[src/shared/wdt_pkg.sv]
// Purpose: shared constants and types for the watchdog with clear window off
// Assumes: 32-bit avalon-mm register access, 100 MHz system clock
// Notes: word offsets are byte addresses
package wdt_pkg;
    localparam int unsigned CLK_HZ = 100000000;
    localparam int unsigned TICK_HZ = 1024;
    localparam logic [31:0] TICK_DIV = 32'(CLK_HZ / TICK_HZ);
    localparam logic [3:0] ADDR_KEY = 4'h0;
    localparam logic [3:0] ADDR_MODE = 4'h4;
    localparam logic [3:0] ADDR_STATUS = 4'h8;
    localparam logic [3:0] ADDR_COUNT = 4'hC;
    localparam logic [7:0] KEY_FIRST = 8'h5A;
    localparam logic [7:0] KEY_SECOND = 8'hA5;
    localparam logic [2:0] PERIOD_RESET = 3'h6;
    localparam logic [1:0] MASK_RESET = 2'h0;
    localparam int unsigned CNT_W = 16;
    // status / mask layout
    localparam int unsigned ST_IRQ = 0;
    localparam int unsigned ST_RST = 1;
    typedef enum logic [1:0] {
        OVF_NONE = 2'b00,
        OVF_ONCE = 2'b01,
        OVF_RESET = 2'b11
    } ovf_state_t;
    // first member is the top bit: pending flag lands in bit 0, reset flag in bit 3
    typedef struct packed {
        logic overflow_reset_flag;
        logic key_sequence_pointer;
        logic clear_in_progress_flag;
        logic clear_pending_flag;
    } wdt_status_t;
    // overflow period in watchdog ticks, codes 000..111
    function automatic logic [CNT_W-1:0] period_ticks(input logic [2:0] sel);
        case (sel)
            3'h0: period_ticks = 16'h0008;
            3'h1: period_ticks = 16'h0010;
            3'h2: period_ticks = 16'h0020;
            3'h3: period_ticks = 16'h0040;
            3'h4: period_ticks = 16'h0080;
            3'h5: period_ticks = 16'h0200;
            3'h6: period_ticks = 16'h0800;
            default: period_ticks = 16'h2000;
        endcase
    endfunction
endpackage

[src/design/wdt_core.sv]
// Purpose: watchdog counter, key clear sequence, overflow interrupt and reset
// Assumes: avalon-mm slave, system reset controller pulls reset_n after wdt_reset_req
// Notes: clear window is not implemented; clearing is allowed at any time
//
// Functional notes
// - 0x5A at pointer 0 then 0xA5 at pointer 1 clears the counter
// - pointer forced to zero on system reset and on overflow
// - any key register write with byte 0 enabled inverts the pointer, except that an overflow in the same cycle forces it to zero
// - first key written at pointer 1 is not a sequence start
// - second key at pointer 0 or without first key does not clear
// - counter counts up from reset release
// - first overflow raises an interrupt request, not a reset
// - second uncleared overflow raises the watchdog reset
// - watchdog reset sets the overflow reset flag to one
// - overflow self-clears the counter, counting continues
// - three-bit period select picks 7.8 ms up to 8000 ms
// - clearing allowed all period long; reset at twice the period
// - counter stops in stop and deep-stop modes
// - counter advances on watchdog tick edges
// - counter readable as 16-bit read-only value, reset zero
`timescale 1ns/1ps
module wdt_core
    import wdt_pkg::*;
#(
    parameter logic [31:0] TICK_DIVIDE = wdt_pkg::TICK_DIV
) (
    input wire logic clk_sys,
    input wire logic reset_n,
    input wire logic clk_en,
    input wire logic stop_mode,
    input wire logic reset_was_watchdog,
    input wire logic [3:0] avs_address,
    input wire logic avs_read,
    input wire logic avs_write,
    input wire logic [31:0] avs_writedata,
    input wire logic [3:0] avs_byteenable,
    output logic [31:0] avs_readdata,
    output logic avs_waitrequest,
    output logic wdt_irq_pulse,
    output logic wdt_reset_req,
    output logic irq
);
    import wdt_pkg::*;

    ////////////////////////////////////////////////////////////////////////
    logic tick;
    logic run;
    assign run = clk_en & ~stop_mode;

    wdt_tick_gen #(.DIV(TICK_DIVIDE)) u_tick (
        .clk_sys(clk_sys),
        .reset_n(reset_n),
        .run(run),
        .tick(tick)
    );

    ////////////////////////////////////////////////////////////////////////
    // bus slave: one wait cycle, answer registered
    logic ack_reg, ack_next;
    logic [31:0] rdata_next;
    logic req;
    logic key_wr, mode_wr, mask_wr, status_rd;
    assign req = avs_read | avs_write;
    assign key_wr = avs_write & ~ack_reg & (avs_address == ADDR_KEY) & avs_byteenable[0];
    assign mode_wr = avs_write & ~ack_reg & (avs_address == ADDR_MODE) & avs_byteenable[0];
    assign mask_wr = avs_write & ~ack_reg & (avs_address == ADDR_STATUS) & avs_byteenable[1];
    assign status_rd = avs_read & ~ack_reg & (avs_address == ADDR_STATUS);

    ////////////////////////////////////////////////////////////////////////
    logic [CNT_W-1:0] count_reg, count_next;
    logic ptr_reg, ptr_next;
    logic armed_reg, armed_next;
    logic [2:0] period_reg, period_next;
    ovf_state_t ovf_reg, ovf_next;
    logic irq_p_next, rst_req_next;
    logic rst_flag_reg, rst_flag_next;
    logic [1:0] sticky_reg, sticky_next;
    logic [1:0] mask_reg, mask_next;
    logic irq_next;
    logic strap_done_reg, strap_done_next;
    logic overflow;
    logic do_clear;
    wdt_status_t status;

    // period minus one is the last count before wrap
    assign overflow = tick & (count_reg == period_ticks(period_reg) - 16'h1);
    assign do_clear = key_wr & ptr_reg & armed_reg & (avs_writedata[7:0] == KEY_SECOND);

    always_comb begin
        count_next = count_reg;
        ptr_next = ptr_reg;
        armed_next = armed_reg;
        period_next = period_reg;
        ovf_next = ovf_reg;
        irq_p_next = 1'b0;
        rst_req_next = wdt_reset_req;
        rst_flag_next = rst_flag_reg;
        sticky_next = sticky_reg;
        mask_next = mask_reg;
        strap_done_next = 1'b1;
        if (!strap_done_reg) begin
            rst_flag_next = reset_was_watchdog;
        end
        if (tick) begin
            count_next = count_reg + 16'h1;
        end
        if (key_wr) begin
            ptr_next = ~ptr_reg;
            // first key only counts while the pointer is zero
            armed_next = ~ptr_reg & (avs_writedata[7:0] == KEY_FIRST);
        end
        if (do_clear) begin
            count_next = {CNT_W{1'b0}};
            ovf_next = OVF_NONE;
            armed_next = 1'b0;
        end
        if (mode_wr) begin
            period_next = avs_writedata[2:0];
        end
        if (mask_wr) begin
            mask_next = avs_writedata[9:8];
        end
        if (status_rd) begin
            sticky_next = 2'h0;
        end
        if (overflow && !do_clear) begin
            count_next = {CNT_W{1'b0}};
            ptr_next = 1'b0;
            armed_next = 1'b0;
            case (ovf_reg)
                OVF_NONE: begin
                    ovf_next = OVF_ONCE;
                    irq_p_next = 1'b1;
                    sticky_next[ST_IRQ] = 1'b1;
                end
                default: begin
                    ovf_next = OVF_RESET;
                    rst_req_next = 1'b1;
                    rst_flag_next = 1'b1;
                    sticky_next[ST_RST] = 1'b1;
                end
            endcase
        end
        irq_next = |(sticky_next & mask_next);
    end

    always_comb begin
        status.clear_pending_flag = armed_reg;
        status.clear_in_progress_flag = 1'b0; // clear takes effect in the accepting cycle
        status.key_sequence_pointer = ptr_reg;
        status.overflow_reset_flag = rst_flag_reg;
        ack_next = req & ~ack_reg;
        rdata_next = 32'h0;
        if (req && !ack_reg) begin
            case (avs_address)
                ADDR_MODE: rdata_next = {29'h0, period_reg};
                ADDR_STATUS: rdata_next = {22'h0, mask_reg, 2'h0, sticky_reg, status};
                ADDR_COUNT: rdata_next = {16'h0, count_reg};
                default: rdata_next = 32'h0;
            endcase
        end
    end

    always_ff @(posedge clk_sys or negedge reset_n) begin
        if (!reset_n) begin
            count_reg <= {CNT_W{1'b0}};
            ptr_reg <= 1'b0;
            armed_reg <= 1'b0;
            period_reg <= PERIOD_RESET;
            ovf_reg <= OVF_NONE;
            wdt_irq_pulse <= 1'b0;
            wdt_reset_req <= 1'b0;
            rst_flag_reg <= 1'b0;
            sticky_reg <= 2'h0;
            mask_reg <= MASK_RESET;
            irq <= 1'b0;
            strap_done_reg <= 1'b0;
            ack_reg <= 1'b0;
            avs_readdata <= 32'h0;
            avs_waitrequest <= 1'b1;
        end else if (clk_en) begin
            count_reg <= count_next;
            ptr_reg <= ptr_next;
            armed_reg <= armed_next;
            period_reg <= period_next;
            ovf_reg <= ovf_next;
            wdt_irq_pulse <= irq_p_next;
            wdt_reset_req <= rst_req_next;
            rst_flag_reg <= rst_flag_next;
            sticky_reg <= sticky_next;
            mask_reg <= mask_next;
            irq <= irq_next;
            strap_done_reg <= strap_done_next;
            ack_reg <= ack_next;
            avs_readdata <= rdata_next;
            avs_waitrequest <= ~ack_next;
        end
    end
endmodule // wdt_core

[src/design/wdt_tick_gen.sv]
// Purpose: divides the system clock down to the watchdog tick rate
// Assumes: run gates the count, so stop modes freeze the phase
// Notes: tick is a one-cycle pulse
`timescale 1ns/1ps
module wdt_tick_gen #(
    parameter logic [31:0] DIV = 32'd97656
) (
    input wire logic clk_sys,
    input wire logic reset_n,
    input wire logic run,
    output logic tick
);
    logic [31:0] cnt_reg;
    logic [31:0] cnt_next;
    logic tick_next;
    always_comb begin
        cnt_next = cnt_reg;
        tick_next = 1'b0;
        if (run) begin
            if (cnt_reg >= DIV - 32'h1) begin
                cnt_next = 32'h0;
                tick_next = 1'b1;
            end else begin
                cnt_next = cnt_reg + 32'h1;
            end
        end
    end
    always_ff @(posedge clk_sys or negedge reset_n) begin
        if (!reset_n) begin
            cnt_reg <= 32'h0;
            tick <= 1'b0;
        end else begin
            cnt_reg <= cnt_next;
            tick <= tick_next;
        end
    end
endmodule // wdt_tick_gen

[config.mk]
export PLATFORM = sky130hd
export DESIGN_NAME = wdt_core
export DESIGN_NICKNAME = d
export VERILOG_FILES = /design/src/shared/wdt_pkg.sv /design/src/design/wdt_core.sv /design/src/design/wdt_tick_gen.sv
export SDC_FILE = /design/constraint.sdc
export NUM_CORES = 1
export LEC_CHECK = 0
export BUFFER_PORTS_ARGS = -buffer_cell sky130_fd_sc_hd__buf_2
export CELL_PAD_IN_SITES_DETAIL_PLACEMENT = 0
export CELL_PAD_IN_SITES_GLOBAL_PLACEMENT = 1
export CORE_MARGIN = 3
export CORE_UTILIZATION = 30
export CTS_CLUSTER_DIAMETER = 30
export DETAILED_ROUTE_END_ITERATION = 10
export PLACE_DENSITY_LB_ADDON = 0.1
export SLEW_MARGIN = 10
export SYNTH_ARGS = -nofsm -noshare
export SYNTH_HDL_FRONTEND = slang
export SYNTH_SLANG_ARGS = --single-unit
[constraint.sdc]
create_clock -name clk_sys -period 2.43 [get_ports clk_sys]
set_input_delay 0.1215 -clock clk_sys [delete_from_list [all_inputs] [get_ports clk_sys]]
set_output_delay 0.1215 -clock clk_sys [all_outputs]
set_load 0.05 [all_outputs]
==> results.cfg <==
[logic_synthesis]
synth_mux_area_frac = 0.0433
synthTopCellsByArea = dfrtp_1 45%, nor2_1 4.2%, nand2_1 3.8%
synth_edf_count = 0
synthSimpleGateAreaFrac = 0.249
synth-xor-area-share = 0.0455
yosys.area.top_type = dfrtp_1
synth_adder_area_share = 0.00565
synth_compound_area_frac = 0.118
synth.distinct_cells = 67
synthArstFlopShare = 1.00
synth_flop_cell = dfrtp_1
yosysSeqAreaShare = 0.470
yosysWarnings = 0
ys_seq_elements = 83
yosysTopAreaCellShare = 0.452
synth_area_um2 = 4430
syn_inst = 460
synth_top_family_by_area = simple AND/OR/NAND/NOR gates
synth_area_per_cell_um2 = 9.62

[final_layout]
layout_commonest_cell = dfrtp_1
layout_common_cells = 80 x dfrtp_1, 49 x nor2_1, 45 x nand2_1, 41 x buf_2, 19 x inv_1
layout-drive-gt1-share = 0.208
diodes = 0
fillers = 1458
largest_register_ffs = 32
finish.net_count = 562
syn2layout_area_growth_pct = 17.1
finalInstanceArea_um2 = 5180

[setup_path]
worstSetupEndpointType = register
r2r_slack_ps = 170
worst-endpoint-required_ps = 2640
critPathMaxFanout = 13
rr_startpoint = period_reg[1]$_DFFE_PN1P_
r2r_cells = 6
cp.arrival_ps = 2470
r2r-end = ovf_reg[1]$_DFFE_PN0P_
cp-start-kind = register
path_class = reg -> reg

[clock_tree]
clk_pin_slew_ps = 60
clk_path_buf_depth = 2
cts_tree = yes
root_buffer = clkbuf_16
clkSinkCount = 83
clkLatencyLatePin_ps = 340
cts_buffers = 9
cts_setup_buffers = 0
htreeDepth = 3

[power_and_ir_drop]
ir_drop_uv = 449
switching_power_mw = 0.817
p_sw_frac = 0.248
p_int_mw = 2.48
pwr-share-seq = 0.455
p_per_area_nw_per_um2 = 637
p_leak_nw = 2.31
pwr-share-clk = 0.454
power_frac_comb = 0.090

[floorplanning]
io_pins = 83
core_um2 = 14100
fp.dieH_um = 127
start_util = 0.313
die_width_um = 127
std_cell_rows = 43
die-area_um2 = 16200

[hold_path]
min_from = avs_writedata[8]
holdCritPathClass = in -> reg
hold-path-cell-count = 2
hold_end = mask_reg[0]$_DFFE_PN0P_

[routing]
vias = 3420
wl_met1_mm = 5.10
first_pass_iters = 4
remaining_drc_errors = 0
met3WireLength_um = 482
drt_iter0_markers = 195
vias_per_cell = 4.90
wl_met2_mm = 4.95
wl_mm = 10.6
drt-wirelength-per-cell_um = 15.3
postRouteAntennaNets = 0
dr.max_layer_used = met4

[grt]
grt_pass1_vias = 3414
grt_util_all_layers = 0.140
antenna_found_initial = 0
grt_overflow = 0
grt_pass1_wl_mm = 17.9
grt_max_degree = 55

[run]
max-cap-violations = 0

[placed_design]
place_congestion = 0.754
dpl_cell_area_um2 = 4830
port_buffers = 42
dpl.hpwl_mm = 7.74

[timing]
worst_pin_slew_ps = 739
skew_ps = 4.79
tns_ps = 0
hold_viol_final = 0
rsz0062_at_grt = no
slew_violations = 0
min_period_over_period = 0.929
relSlewSlack = 0.507
min_period_ps = 2260
fmax_mhz = 443
setup_violations = 0

[run_status]
status = complete, no violations
## layer usage
metal | track usage | vias to the layer above
met2 | 0.222 | 62
met1 | 0.184 | 1643
met4 | 0.0397 | 0
met5 | 0 | -
li1 | - | 1705
met3 | 0.0435 | 10
## metrics by stage
stage	std cells	utilization	total power [mW]	hold WS (ps)	setup WS [ps]
2_1_floorplan	475	-	1.74	-174	483
5_1_grt	698	0.366	3.47	26.7	45.8
4_1_cts	698	0.366	3.37	12.6	75.0
6_report	698	0.366	3.30	30.9	172
3_5_place_dp	680	0.341	1.83	239	97.5
3_3_place_gp	680	0.341	1.82	236	118
## synth_stat cells (all sizes together), types with 2 or more instances
cell,number
nor4b,3
nor4,6
a22oi,3
a211o,2
mux2i,9
mux2,9
ha,2
dfrtp,80
o21a,3
nand3b,3
or2,5
and4,4
o2bb2ai,3
nor3,11
nor4bb,4
and3,16
o21ai,21
xor2,12
xnor2,11
inv,19
dfstp,3
nor3b,2
nor2b,4
a21oi,10
nand2b,7
nand3,18
nand2,45
and2,3
nand4,11
nor2,59
a2111oi,2
buf,25
a32o,2
clkbuf,8
a31oi,8
o22ai,9
## cells by family (layout without fill, tap and decap cells)
kind of cell / count (synthesis) / after routing
AOI/OAI and AO/OA: 75 / 75
xor gates and xnor gates: 23 / 23
adders and majority gates: 2 / 2
buffers and inverters: 52 / 95
DFF: 83 / 83
muxes: 18 / 18
other: 1 / 16
and+or+nand+nor: 206 / 206
## layout make-up
class / instances / area, um^2 / area share
Multi-Input combinational cell: 340 / 2110 / 0.408
Sequential cell: 83 / 2080 / 0.401
Timing Repair Buffer: 60 / 365 / 0.0705
Clock buffer: 11 / 243 / 0.0468
Tap cell: 180 / 225 / 0.0435
Clock inverter: 5 / 85.1 / 0.0164
Inverter: 19 / 71.3 / 0.0138
## critical path, cell delays in order, from the launching register on
cell      delay, ps
dfstp_2         640
and4bb_2        250
o21ai_1         100
a211o_1         330
nor3_4          350
o21a_4          330
o21ai_0         120
## power by group through the flow
stage	sequential, mW	combinational (mW)	clock (mW)
global placement	1.52	0.297	0
CTS	1.50	0.304	1.56
detailed placement	1.53	0.301	0
global route	1.51	0.332	1.62
finish	1.50	0.298	1.50
floorplan	1.51	0.232	0
## worst max-delay path by stage
stage                                    startpoint                   endpoint  slack, ps  cells after the start
final                     period_reg[1]$_DFFE_PN1P_     ovf_reg[1]$_DFFE_PN0P_        170                      6
after global routing      period_reg[1]$_DFFE_PN1P_     ovf_reg[1]$_DFFE_PN0P_         50                      6
after CTS                 count_reg[15]$_DFFE_PN0P_     ovf_reg[1]$_DFFE_PN0P_         80                      6
after detailed placement  count_reg[15]$_DFFE_PN0P_     ovf_reg[1]$_DFFE_PN0P_        100                      6
after global placement    count_reg[15]$_DFFE_PN0P_     ovf_reg[1]$_DFFE_PN0P_        120                      6
after floorplan           period_reg[2]$_DFFE_PN1P_  count_reg[10]$_DFFE_PN0P_        480                      8
## timing repair
item,4_1_cts,5_1_grt
endpoints found under the setup margin,0,2
hold endpoints to repair,51,0
gates resized for setup,0,1
hold buffers,2,0
No activity file was read; power rests on OpenSTA's default activity.
